<file path="config.mk">
export PLATFORM = sky130hd
export DESIGN_NAME = fpfs_core
export DESIGN_NICKNAME = d
export VERILOG_FILES = /design/src/fpfs_pkg.sv /design/src/fpfs_core.sv
export SDC_FILE = /design/constraint.sdc
export NUM_CORES = 2
export LEC_CHECK = 0
export BUFFER_PORTS_ARGS = -buffer_cell sky130_fd_sc_hd__buf_2
export CAP_MARGIN = 30
export CORE_ASPECT_RATIO = 0.5
export CORE_MARGIN = 4
export CORE_UTILIZATION = 63
export DETAILED_ROUTE_END_ITERATION = 10
export GPL_ROUTABILITY_DRIVEN = 1
export PLACE_DENSITY = 0.79
export SETUP_SLACK_MARGIN = 0.3
export SYNTH_ARGS = -nofsm -noshare
export SYNTH_HDL_FRONTEND = slang
export SYNTH_SLANG_ARGS = --single-unit
</file>
<file path="constraint.sdc">
create_clock -name aclk -period 113.9 [get_ports aclk]
set_input_delay 22.78 -clock aclk [delete_from_list [all_inputs] [get_ports aclk]]
set_output_delay 22.78 -clock aclk [all_outputs]
set_load 0.005 [all_outputs]
</file>
<file path="src/fpfs_pkg.sv">
// Package: constants and carrier types for the flyback switching-cycle sequencer
`default_nettype none
package fpfs_pkg;
  // ----------------------------------------
  // Clock and timing
  // ----------------------------------------
  localparam int unsigned CLK_MHZ = 250;
  localparam int unsigned OCP_RUN_US = 1250;
  localparam int unsigned OCP_RUN_CYC = OCP_RUN_US * CLK_MHZ;
  localparam int unsigned HICCUP_STD_MS = 40;
  localparam int unsigned HICCUP_STD_CYC = HICCUP_STD_MS * 1000 * CLK_MHZ;
  localparam int unsigned HICCUP_LONG_MS = 200;
  localparam int unsigned HICCUP_LONG_CYC = HICCUP_LONG_MS * 1000 * CLK_MHZ;
  localparam int unsigned OV_PERSIST_US = 200;
  localparam int unsigned OV_PERSIST_CYC = OV_PERSIST_US * CLK_MHZ;
  localparam int unsigned DEAD_NS = 40;
  localparam int unsigned DEAD_CYC = (DEAD_NS * CLK_MHZ + 999) / 1000;
  localparam int unsigned PHASE_STEP_PS = 1500;
  localparam int unsigned PHASE_US = 1;
  localparam int unsigned PHASE_TICK_CYC = PHASE_US * CLK_MHZ;
  localparam int unsigned CLK_PS = 1000000 / CLK_MHZ;
  // Oscillator range, kHz
  localparam int unsigned FSW_MIN_KHZ = 50;
  localparam int unsigned FSW_MAX_KHZ = 600;
  localparam int unsigned PER_MAX_CYC = CLK_MHZ * 1000 / FSW_MIN_KHZ;
  localparam int unsigned PER_MIN_CYC = CLK_MHZ * 1000 / FSW_MAX_KHZ;
  localparam int unsigned DUTY_PCT = 85;
  localparam int unsigned SS_CLAMP_RUN = 3;
  localparam int unsigned SYNC_TOL_PCT = 10;
  localparam int unsigned SYNC_LOCK_CNT = 8;
  localparam int unsigned PW = 13;
  localparam int unsigned CW = 27;
  // ----------------------------------------
  // AXI4-Lite register map
  // ----------------------------------------
  localparam logic [7:0] ADDR_CTRL = 8'h00;
  localparam logic [7:0] ADDR_FREQ = 8'h04;
  localparam logic [7:0] ADDR_DUTY = 8'h08;
  localparam logic [7:0] ADDR_STAT = 8'h0c;
  localparam logic [7:0] ADDR_SPER = 8'h10;
  localparam int unsigned CTRL_EN_BIT = 0;
  localparam logic [1:0] RESP_OKAY = 2'h0;
  localparam logic [1:0] RESP_SLVERR = 2'h2;
  localparam logic [15:0] FREQ_RST = 16'h00fa;
  typedef enum logic [2:0] {ST_OFF, ST_SOFT, ST_RUN, ST_HICCUP, ST_OTP} fpfs_state_t;
  typedef struct packed {
    logic overcurrent_protection;
    logic overtemp;
    logic overvoltage_sense;
    logic secondary_undervoltage_lockout;
    logic regulation_reached;
    logic softstart_done;
  } fpfs_fault_t;
  typedef struct packed {
    logic primary_drive;
    logic rectifier_drive;
  } fpfs_drive_t;
endpackage
`default_nettype wire

</file>
<file path="src/fpfs_core.sv">
// Switching-cycle logic: oscillator, sync, duty clamp, fault sequencing, dead time, AXI4-Lite slave
// Functional notes
// [RL1] Overcurrent hiccup only after unbroken 1.25 ms run of overcurrent periods.
// [RL2] Secondary supply undervoltage after regulation: stop, hold off 200 ms.
// [RL3] Overtemperature shuts down and holds both drives low.
// [RL4] Overtemperature clearing restarts with full soft start.
// [RL5] Internal switching frequency programmable 50 kHz to 600 kHz.
// [RL6] On-time ends so duty never exceeds 85 percent, every phase.
// [RL7] Three consecutive clamped periods in soft start start 40 ms hiccup.
// [RL8] Lock to external sync about seven to ten periods after first edge.
// [RL9] Keep internal frequency until sync lock achieved.
// [RL10] Sync only within plus or minus ten percent of programmed frequency.
// [RL11] Sync accepted while switching or before soft start.
// [RL12] Follow dithered sync clock, relocking every cycle.
// [RL13] Unused sync input is tied to primary analog ground externally.
// [RL14] Overvoltage above threshold drives both outputs off immediately.
// [RL15] Overvoltage clear: primary resumes next period, rectifier phases back in. Code keeps primary off that period, resumes one period later.
// [RL16] Overvoltage persisting 200 us enters 200 ms hiccup.
// [RL17] Fixed dead time between primary and rectifier edges, never both on.
// [RL18] Overcurrent hiccup shuts both drives down for 40 ms.
// [RL19] Hiccup timeout expiry begins new soft start.
// [RL20] Rectifier phase in or out moves edges 1.5 ns per microsecond. Code ramps phase-in only; phase-out is immediate on fault or overvoltage.
// [RL21] During hiccup both drives low, further fault triggers ignored.
//
// Decided for this implementation: the address map and the AXI4-Lite interface to the registers.
`default_nettype none
module fpfs_core #(
  parameter int unsigned OCP_RUN = fpfs_pkg::OCP_RUN_CYC,
  parameter int unsigned HICCUP_STD = fpfs_pkg::HICCUP_STD_CYC,
  parameter int unsigned HICCUP_LONG = fpfs_pkg::HICCUP_LONG_CYC,
  parameter int unsigned OV_PERSIST = fpfs_pkg::OV_PERSIST_CYC
) (
  input wire logic aclk,
  input wire logic aresetn,
  input wire logic [7:0] s_axi_awaddr,
  input wire logic s_axi_awvalid,
  output logic s_axi_awready,
  input wire logic [31:0] s_axi_wdata,
  input wire logic [3:0] s_axi_wstrb,
  input wire logic s_axi_wvalid,
  output logic s_axi_wready,
  output logic [1:0] s_axi_bresp,
  output logic s_axi_bvalid,
  input wire logic s_axi_bready,
  input wire logic [7:0] s_axi_araddr,
  input wire logic s_axi_arvalid,
  output logic s_axi_arready,
  output logic [31:0] s_axi_rdata,
  output logic [1:0] s_axi_rresp,
  output logic s_axi_rvalid,
  input wire logic s_axi_rready,
  input wire fpfs_pkg::fpfs_fault_t fault_in,
  input wire logic pwm_terminate,
  input wire logic sync_in,
  output fpfs_pkg::fpfs_drive_t drive_out
);
  // ----------------------------------------
  // Helpers
  // ----------------------------------------
  function automatic logic [fpfs_pkg::PW-1:0] khz_to_period(input logic [15:0] khz);
    logic [31:0] p;
    p = (fpfs_pkg::CLK_MHZ * 1000) / ((khz == 16'h0000) ? 32'd1 : {16'h0000, khz});
    return p[fpfs_pkg::PW-1:0];
  endfunction
  function automatic logic [fpfs_pkg::PW-1:0] pct_of(input logic [fpfs_pkg::PW-1:0] v, input int unsigned pc);
    logic [31:0] m;
    m = ({19'h00000, v} * pc) / 100;
    return m[fpfs_pkg::PW-1:0];
  endfunction

  // ----------------------------------------
  // Registers
  // ----------------------------------------
  logic enable_q;
  logic [15:0] freq_khz_q;
  logic [fpfs_pkg::PW-1:0] int_per_q, use_per_q, sync_per_q, sync_cnt_q, pcnt_q, on_lim;
  logic [3:0] lock_cnt_q;
  logic locked_q, sync_prev_q, sync_seen_q;
  fpfs_pkg::fpfs_state_t state_q;
  logic [fpfs_pkg::CW-1:0] ocp_cnt_q, hic_cnt_q, ov_cnt_q, tick_q;
  logic ocp_hit_q, ocp_prev_q, ov_stop_q, prim_on_q, clamp_hit_q;
  logic [1:0] clamp_run_q;
  logic [fpfs_pkg::PW-1:0] sr_trim_q;
  logic [3:0] dead_cnt_q;
  logic sr_req_q;
  logic [15:0] phase_ps_q;
  logic period_start;
  logic fault_hold;

  // ----------------------------------------
  // AXI4-Lite slave
  // ----------------------------------------
  logic aw_q, w_q;
  logic [7:0] awa_q;
  logic [31:0] wd_q;
  logic [3:0] ws_q;
  assign s_axi_awready = !aw_q && !s_axi_bvalid;
  assign s_axi_wready = !w_q && !s_axi_bvalid;
  assign s_axi_arready = !s_axi_rvalid;
  always_ff @(posedge aclk) begin
    if (!aresetn) begin
      aw_q <= 1'b0;
      w_q <= 1'b0;
      awa_q <= 8'h00;
      wd_q <= 32'h00000000;
      ws_q <= 4'h0;
      s_axi_bvalid <= 1'b0;
      s_axi_bresp <= fpfs_pkg::RESP_OKAY;
      enable_q <= 1'b0;
      freq_khz_q <= fpfs_pkg::FREQ_RST;
    end else begin
      if (s_axi_awvalid && s_axi_awready) begin
        aw_q <= 1'b1;
        awa_q <= s_axi_awaddr;
      end
      if (s_axi_wvalid && s_axi_wready) begin
        w_q <= 1'b1;
        wd_q <= s_axi_wdata;
        ws_q <= s_axi_wstrb;
      end
      if (aw_q && w_q) begin
        aw_q <= 1'b0;
        w_q <= 1'b0;
        s_axi_bvalid <= 1'b1;
        s_axi_bresp <= fpfs_pkg::RESP_OKAY;
        if (awa_q == fpfs_pkg::ADDR_CTRL) begin
          if (ws_q[0]) enable_q <= wd_q[fpfs_pkg::CTRL_EN_BIT];
        end else if (awa_q == fpfs_pkg::ADDR_FREQ) begin
          if (ws_q[1:0] == 2'h3 && wd_q[15:0] >= 16'(fpfs_pkg::FSW_MIN_KHZ)
              && wd_q[15:0] <= 16'(fpfs_pkg::FSW_MAX_KHZ)) begin // RL5
            freq_khz_q <= wd_q[15:0];
          end
        end else if (awa_q != fpfs_pkg::ADDR_STAT && awa_q != fpfs_pkg::ADDR_DUTY
                     && awa_q != fpfs_pkg::ADDR_SPER) begin
          s_axi_bresp <= fpfs_pkg::RESP_SLVERR;
        end
      end else if (s_axi_bvalid && s_axi_bready) begin
        s_axi_bvalid <= 1'b0;
      end
    end
  end
  always_ff @(posedge aclk) begin
    if (!aresetn) begin
      s_axi_rvalid <= 1'b0;
      s_axi_rdata <= 32'h00000000;
      s_axi_rresp <= fpfs_pkg::RESP_OKAY;
    end else if (s_axi_arvalid && s_axi_arready) begin
      s_axi_rvalid <= 1'b1;
      s_axi_rresp <= fpfs_pkg::RESP_OKAY;
      unique case (s_axi_araddr)
        fpfs_pkg::ADDR_CTRL: s_axi_rdata <= {31'h00000000, enable_q};
        fpfs_pkg::ADDR_FREQ: s_axi_rdata <= {16'h0000, freq_khz_q};
        fpfs_pkg::ADDR_DUTY: s_axi_rdata <= {19'h00000, on_lim};
        fpfs_pkg::ADDR_STAT: s_axi_rdata <= {25'h0000000, ov_stop_q, locked_q, sync_seen_q, 1'b0, state_q};
        fpfs_pkg::ADDR_SPER: s_axi_rdata <= {19'h00000, use_per_q};
        default: begin
          s_axi_rdata <= 32'h00000000;
          s_axi_rresp <= fpfs_pkg::RESP_SLVERR;
        end
      endcase
    end else if (s_axi_rvalid && s_axi_rready) begin
      s_axi_rvalid <= 1'b0;
    end
  end

  // ----------------------------------------
  // Oscillator and synchronisation
  // ----------------------------------------
  logic sync_rise, sync_ok;
  assign sync_rise = sync_in && !sync_prev_q;
  assign sync_ok = (sync_cnt_q + 1'b1 >= pct_of(int_per_q, 100 - fpfs_pkg::SYNC_TOL_PCT))
                   && (sync_cnt_q + 1'b1 <= pct_of(int_per_q, 100 + fpfs_pkg::SYNC_TOL_PCT)); // RL10
  always_ff @(posedge aclk) begin
    if (!aresetn) begin
      int_per_q <= '0;
      sync_prev_q <= 1'b0;
      sync_seen_q <= 1'b0;
      sync_cnt_q <= '0;
      sync_per_q <= '0;
      lock_cnt_q <= 4'h0;
      locked_q <= 1'b0;
    end else begin
      int_per_q <= khz_to_period(freq_khz_q); // RL5
      sync_prev_q <= sync_in;
      if (sync_rise) begin // RL11
        sync_seen_q <= 1'b1; // RL8
        sync_cnt_q <= '0;
        if (sync_seen_q && sync_ok) begin
          sync_per_q <= sync_cnt_q + 1'b1; // RL12
          if (lock_cnt_q == 4'(fpfs_pkg::SYNC_LOCK_CNT)) locked_q <= 1'b1; // RL8
          else lock_cnt_q <= lock_cnt_q + 1'b1;
        end else if (sync_seen_q) begin
          lock_cnt_q <= 4'h0; // RL10
          locked_q <= 1'b0;
        end
      end else if (sync_cnt_q == fpfs_pkg::PW'(fpfs_pkg::PER_MAX_CYC)) begin
        sync_seen_q <= 1'b0;
        lock_cnt_q <= 4'h0;
        locked_q <= 1'b0;
      end else begin
        sync_cnt_q <= sync_cnt_q + 1'b1;
      end
    end
  end
  always_ff @(posedge aclk) begin
    if (!aresetn) begin
      pcnt_q <= '0;
      use_per_q <= '0;
    end else if (period_start) begin
      pcnt_q <= '0;
      use_per_q <= locked_q ? sync_per_q : int_per_q; // RL9
    end else begin
      pcnt_q <= pcnt_q + 1'b1;
    end
  end
  assign period_start = locked_q ? (sync_rise || pcnt_q >= pct_of(int_per_q, 100 + fpfs_pkg::SYNC_TOL_PCT))
                                 : (pcnt_q + 1'b1 >= use_per_q); // RL9 RL12
  assign on_lim = pct_of(use_per_q, fpfs_pkg::DUTY_PCT);

  // ----------------------------------------
  // Fault sequencer
  // ----------------------------------------
  logic [fpfs_pkg::CW-1:0] hic_len_q;
  assign fault_hold = state_q == fpfs_pkg::ST_HICCUP || state_q == fpfs_pkg::ST_OTP || state_q == fpfs_pkg::ST_OFF;
  always_ff @(posedge aclk) begin
    if (!aresetn) begin
      state_q <= fpfs_pkg::ST_OFF;
      hic_cnt_q <= '0;
      hic_len_q <= '0;
    end else begin
      unique case (state_q)
        fpfs_pkg::ST_OFF: if (enable_q && !fault_in.overtemp) state_q <= fpfs_pkg::ST_SOFT;
        fpfs_pkg::ST_HICCUP: begin
          hic_cnt_q <= hic_cnt_q + 1'b1; // RL21
          if (hic_cnt_q + 1'b1 >= hic_len_q) state_q <= fpfs_pkg::ST_SOFT; // RL19
        end
        fpfs_pkg::ST_OTP: if (!fault_in.overtemp) state_q <= fpfs_pkg::ST_SOFT; // RL4
        fpfs_pkg::ST_SOFT, fpfs_pkg::ST_RUN: begin
          hic_cnt_q <= '0;
          if (!enable_q) state_q <= fpfs_pkg::ST_OFF;
          else if (fault_in.overtemp) state_q <= fpfs_pkg::ST_OTP; // RL3
          else if (state_q == fpfs_pkg::ST_RUN && fault_in.secondary_undervoltage_lockout) begin // RL2
            state_q <= fpfs_pkg::ST_HICCUP;
            hic_len_q <= fpfs_pkg::CW'(HICCUP_LONG);
          end else if (ov_cnt_q >= fpfs_pkg::CW'(OV_PERSIST)) begin // RL16
            state_q <= fpfs_pkg::ST_HICCUP;
            hic_len_q <= fpfs_pkg::CW'(HICCUP_LONG);
          end else if (ocp_cnt_q >= fpfs_pkg::CW'(OCP_RUN)
                       || (state_q == fpfs_pkg::ST_SOFT && clamp_run_q == 2'(fpfs_pkg::SS_CLAMP_RUN))) begin // RL1 RL7
            state_q <= fpfs_pkg::ST_HICCUP;
            hic_len_q <= fpfs_pkg::CW'(HICCUP_STD); // RL18
          end else if (state_q == fpfs_pkg::ST_SOFT && fault_in.softstart_done && fault_in.regulation_reached) begin
            state_q <= fpfs_pkg::ST_RUN;
          end
        end
        default: state_q <= fpfs_pkg::ST_OFF;
      endcase
    end
  end
  // Overcurrent run counter: each period must see overcurrent
  always_ff @(posedge aclk) begin
    if (!aresetn || fault_hold) begin
      ocp_cnt_q <= '0;
      ocp_hit_q <= 1'b0;
    end else begin
      if (period_start) begin
        ocp_hit_q <= fault_in.overcurrent_protection;
        if (!ocp_hit_q && !fault_in.overcurrent_protection) ocp_cnt_q <= '0; // RL1
      end else if (fault_in.overcurrent_protection) begin
        ocp_hit_q <= 1'b1;
      end
      if (ocp_hit_q || fault_in.overcurrent_protection) ocp_cnt_q <= ocp_cnt_q + 1'b1; // RL1
    end
  end
  always_ff @(posedge aclk) begin
    if (!aresetn || fault_hold) begin
      ov_cnt_q <= '0;
      ov_stop_q <= 1'b0;
    end else begin
      ov_cnt_q <= fault_in.overvoltage_sense ? ov_cnt_q + 1'b1 : '0; // RL16
      if (fault_in.overvoltage_sense) ov_stop_q <= 1'b1; // RL14
      else if (period_start) ov_stop_q <= 1'b0; // RL15
    end
  end

  // ----------------------------------------
  // Primary drive with duty clamp
  // ----------------------------------------
  always_ff @(posedge aclk) begin
    if (!aresetn) begin
      prim_on_q <= 1'b0;
      clamp_hit_q <= 1'b0;
      clamp_run_q <= 2'h0;
    end else if (fault_hold || ov_stop_q || fault_in.overvoltage_sense) begin // RL3 RL14 RL21
      prim_on_q <= 1'b0;
      clamp_run_q <= 2'h0;
      clamp_hit_q <= 1'b0;
    end else if (period_start) begin
      prim_on_q <= 1'b1;
      clamp_hit_q <= 1'b0;
      if (state_q == fpfs_pkg::ST_SOFT) clamp_run_q <= clamp_hit_q ? clamp_run_q + 1'b1 : 2'h0; // RL7
    end else if (prim_on_q && (pcnt_q + 1'b1 >= on_lim)) begin // RL6
      prim_on_q <= 1'b0;
      clamp_hit_q <= 1'b1;
    end else if (pwm_terminate) begin
      prim_on_q <= 1'b0;
    end
  end

  // ----------------------------------------
  // Rectifier phase-in and dead time
  // ----------------------------------------
  always_ff @(posedge aclk) begin
    if (!aresetn || fault_hold || ov_stop_q) begin
      sr_trim_q <= on_lim; // RL15
      tick_q <= '0;
      phase_ps_q <= 16'h0000;
    end else if (tick_q + 1'b1 >= fpfs_pkg::CW'(fpfs_pkg::PHASE_TICK_CYC)) begin
      tick_q <= '0;
      if (phase_ps_q + 16'(fpfs_pkg::PHASE_STEP_PS) >= 16'(fpfs_pkg::CLK_PS)) begin // RL20
        phase_ps_q <= phase_ps_q + 16'(fpfs_pkg::PHASE_STEP_PS) - 16'(fpfs_pkg::CLK_PS);
        if (sr_trim_q != '0) sr_trim_q <= sr_trim_q - 1'b1;
      end else begin
        phase_ps_q <= phase_ps_q + 16'(fpfs_pkg::PHASE_STEP_PS);
      end
    end else begin
      tick_q <= tick_q + 1'b1;
    end
  end
  always_ff @(posedge aclk) begin
    if (!aresetn) begin
      sr_req_q <= 1'b0;
      dead_cnt_q <= 4'h0;
      drive_out <= '0;
    end else begin
      sr_req_q <= !prim_on_q && !fault_hold && !ov_stop_q && !fault_in.overvoltage_sense
                  && ({1'b0, pcnt_q} + {1'b0, sr_trim_q} + (fpfs_pkg::PW + 1)'(fpfs_pkg::DEAD_CYC) + 1'b1
                      < {1'b0, use_per_q}); // RL20
      if (fault_hold || fault_in.overvoltage_sense || ov_stop_q) begin // RL3 RL14 RL21
        drive_out <= '0;
        dead_cnt_q <= 4'h0;
      end else if (prim_on_q || drive_out.primary_drive) begin
        drive_out.rectifier_drive <= 1'b0; // RL17
        drive_out.primary_drive <= prim_on_q && !drive_out.rectifier_drive;
        dead_cnt_q <= 4'h0;
      end else if (dead_cnt_q < 4'(fpfs_pkg::DEAD_CYC)) begin
        dead_cnt_q <= dead_cnt_q + 1'b1; // RL17
        drive_out.rectifier_drive <= 1'b0;
      end else begin
        drive_out.rectifier_drive <= sr_req_q;
      end
    end
  end
endmodule
`default_nettype wire

</file>
==> results.ini <==
[timing]
finalHoldViolCount = 0
worst_clock_skew_ps = 30.53
drv_slew = 0
setup_viol = 0
rsz0062_at_grt = false
period_share_pct = 84.74
layout_setup_ws_ps = 17380
hold_ws_ps = 421.9
tightest_slew_ps = 1051
slew_headroom_pct = 28.11
max_freq_mhz = 10.36
min_period_ps = 96520
fin_setup_tns_ps = 0

[synth]
syn-instance-count = 7318
yosys.area.top_type = ha_1
ys.flop_type = dfxtp_1
yosysTopAreaCellShare_pct = 14.50
netlist_area_um2 = 52910
synth_edf_count = 13
yosysWarnings = 0
synthMostInstantiatedCell = nor2_1
ys_seq_area_share_pct = 11.26
synth.area.top_cells = ha_1, dfxtp_1, xnor2_1, nor2_1, a21oi_1
async_flop_share_pct = 0
syn-mean-instance-area_um2 = 7.230
synthTopCellsByCount = nor2_1, ha_1, nand2_1
ys_ff_latch = 291
synthDistinctLibCells = 137

[global_route]
antenna_found_initial = 3
grt_pass1_vias = 52430
grt_usage_pct = 33.20
grt_start_max_net_pins = 72
grt-ovfl-total = 0
grt_pass1_wl_um = 253700

[worst_setup_path]
required_ps = 114290
start_kind = flip-flop
crit_fanout = 37
cp_slowest_cell = nor2_1
timing_worst_setup_path_type = reg -> reg
cp.arrival_ps = 96920
slowest_delay_ps = 710
path_common_cell = o21ai_0
end_kind = flip-flop

[die]
die_area_um2 = 88970
boundaryPins = 110
rows = 74
die_x_um = 417.8
start_util_pct = 64.21
core_area_um2 = 82400
die_h_um = 212.9

[clocking]
clkTransAtPathRegs_ps = 60
cts_root_buf = clkbuf_16
numCtsBuffers = 35
clock_sinks = 291
cts_tree = yes
cts_setup_buffers = 0
cts_resized = 0
htree_levels = 2
cts_hold_buf = 0
clock_path_buffers = 3
clock_latency_ps = 570

[route]
drt-total-wl_um = 154400
drt.antenna.violating_nets = 0
drc = 0
vias = 55480
wl_per_cell_um = 18.31
firstDrtPassIters = 6
drt_iter0_markers = 4715
via_per_inst = 6.578

[placed_design]
pre_cts_ws_ps = 19780
dp_hpwl_um = 120200
port_buffers = 73
place_congestion = 0.9767

[finish]
drive_gt1_share_pct = 6.290
nets = 8055
area.growth.synth_to_final_pct = 4.909

[job]
cap_violations = 0

[min_path]
hold_class = reg -> reg

[run_status]
outcome = finished clean

-- cell type report --
| cell class | count | area [µm²] |
|---|---|---|
| multi-input cells | 6400 | 44530 |
| clock inverters | 16 | 217.7 |
| well taps | 1102 | 1379 |
| flip-flops and latches | 291 | 5956 |
| repair buffers | 139 | 853.3 |
| fillers | 7229 | 26900 |
| diodes | 3 | 7.507 |
| clock buffers | 45 | 923.4 |
| inverters | 438 | 1647 |
-- worst max-delay path, delay by kind of cell, from the launching register on --
family / cells / cell delay (ps)
AO/OA/AOI/OAI: 247 / 53370
adder cells (fa/ha/maj): 29 / 9560
buffers and inverters: 18 / 3510
flip-flops: 1 / 300
multiplexers: 4 / 1490
AND/OR/NAND/NOR: 133 / 27840
-- metrics by stage --
stage / area (µm²) / std cells / util, %
after CTS: 55500 / 8431 / 67.35
after global placement: 54340 / 8367 / 65.95
final: 55510 / 8434 / 67.36
after global routing: 55510 / 8433 / 67.36
after floorplan: 53050 / 7355 / -
after detailed placement: 54360 / 8370 / 65.97
-- per-layer routing --
metal	vias to the layer above	global-route usage [%]	wire length, µm
met3	360	4.431	11440
met2	2090	56.74	69850
met1	26080	43.17	67840
met4	0	11.90	5263
met5	-	0	0
li1	26950	-	-
-- layout by cell type (no fill, tap or decap), types with 99 or more instances in the layout --
cell	n
inv_1	433
a211oi_1	107
o21a_1	102
nand2b_1	152
and3_1	126
mux2i_1	103
nor2_1	794
a21o_1	169
xor2_1	159
xnor2_1	343
o21ai_0	438
nand3_1	226
nand2_1	594
ha_1	613
a31oi_1	99
a21oi_1	577
nor3_1	195
dfxtp_1	278
-- path summary, 6_finish.rpt --
check	from	cells after the start	endpoint	slack (ps)
worst max-delay path	freq_khz_q[15]$_SDFFE_PN0P_	431	int_per_q[0]$_SDFF_PN0_	17380
worst min-delay path	sr_req_q$_SDFF_PN0_	2	drive_out[0]$_SDFF_PP0_	420
worst max register to register	freq_khz_q[15]$_SDFFE_PN0P_	431	int_per_q[0]$_SDFF_PN0_	17380
worst min register to register	sr_req_q$_SDFF_PN0_	2	drive_out[0]$_SDFF_PP0_	420
-- sequential cells by signal, indices dropped and copies added, names as in the netlist, 8 cells and up --
signal	count
sr_trim_q	13
int_per_q	13
sync_cnt_q	13
freq_khz_q	16
pcnt_q	13
ov_cnt_q	27
s_axi_rdata	16
phase_ps_q	14
wd_q	16
hic_cnt_q	27
use_per_q	13
awa_q	8
sync_per_q	13
tick_q	27
ocp_cnt_q	27
-- kinds of logic after synthesis --
| kind of cell | count (synthesis) | synth area share (%) |
|---|---|---|
| simple gates | 2661 | 24.80 |
| compound gates | 2316 | 29.50 |
| fa+ha+maj | 690 | 17.28 |
| buf+inv | 664 | 4.928 |
| xor+xnor | 503 | 8.340 |
| flops | 291 | 11.26 |
| mux | 192 | 3.885 |
| other cells | 1 | 0.007087 |
Power is not shown: default switching activity piles up to over one toggle a cycle in this logic, so the estimate is an artifact.
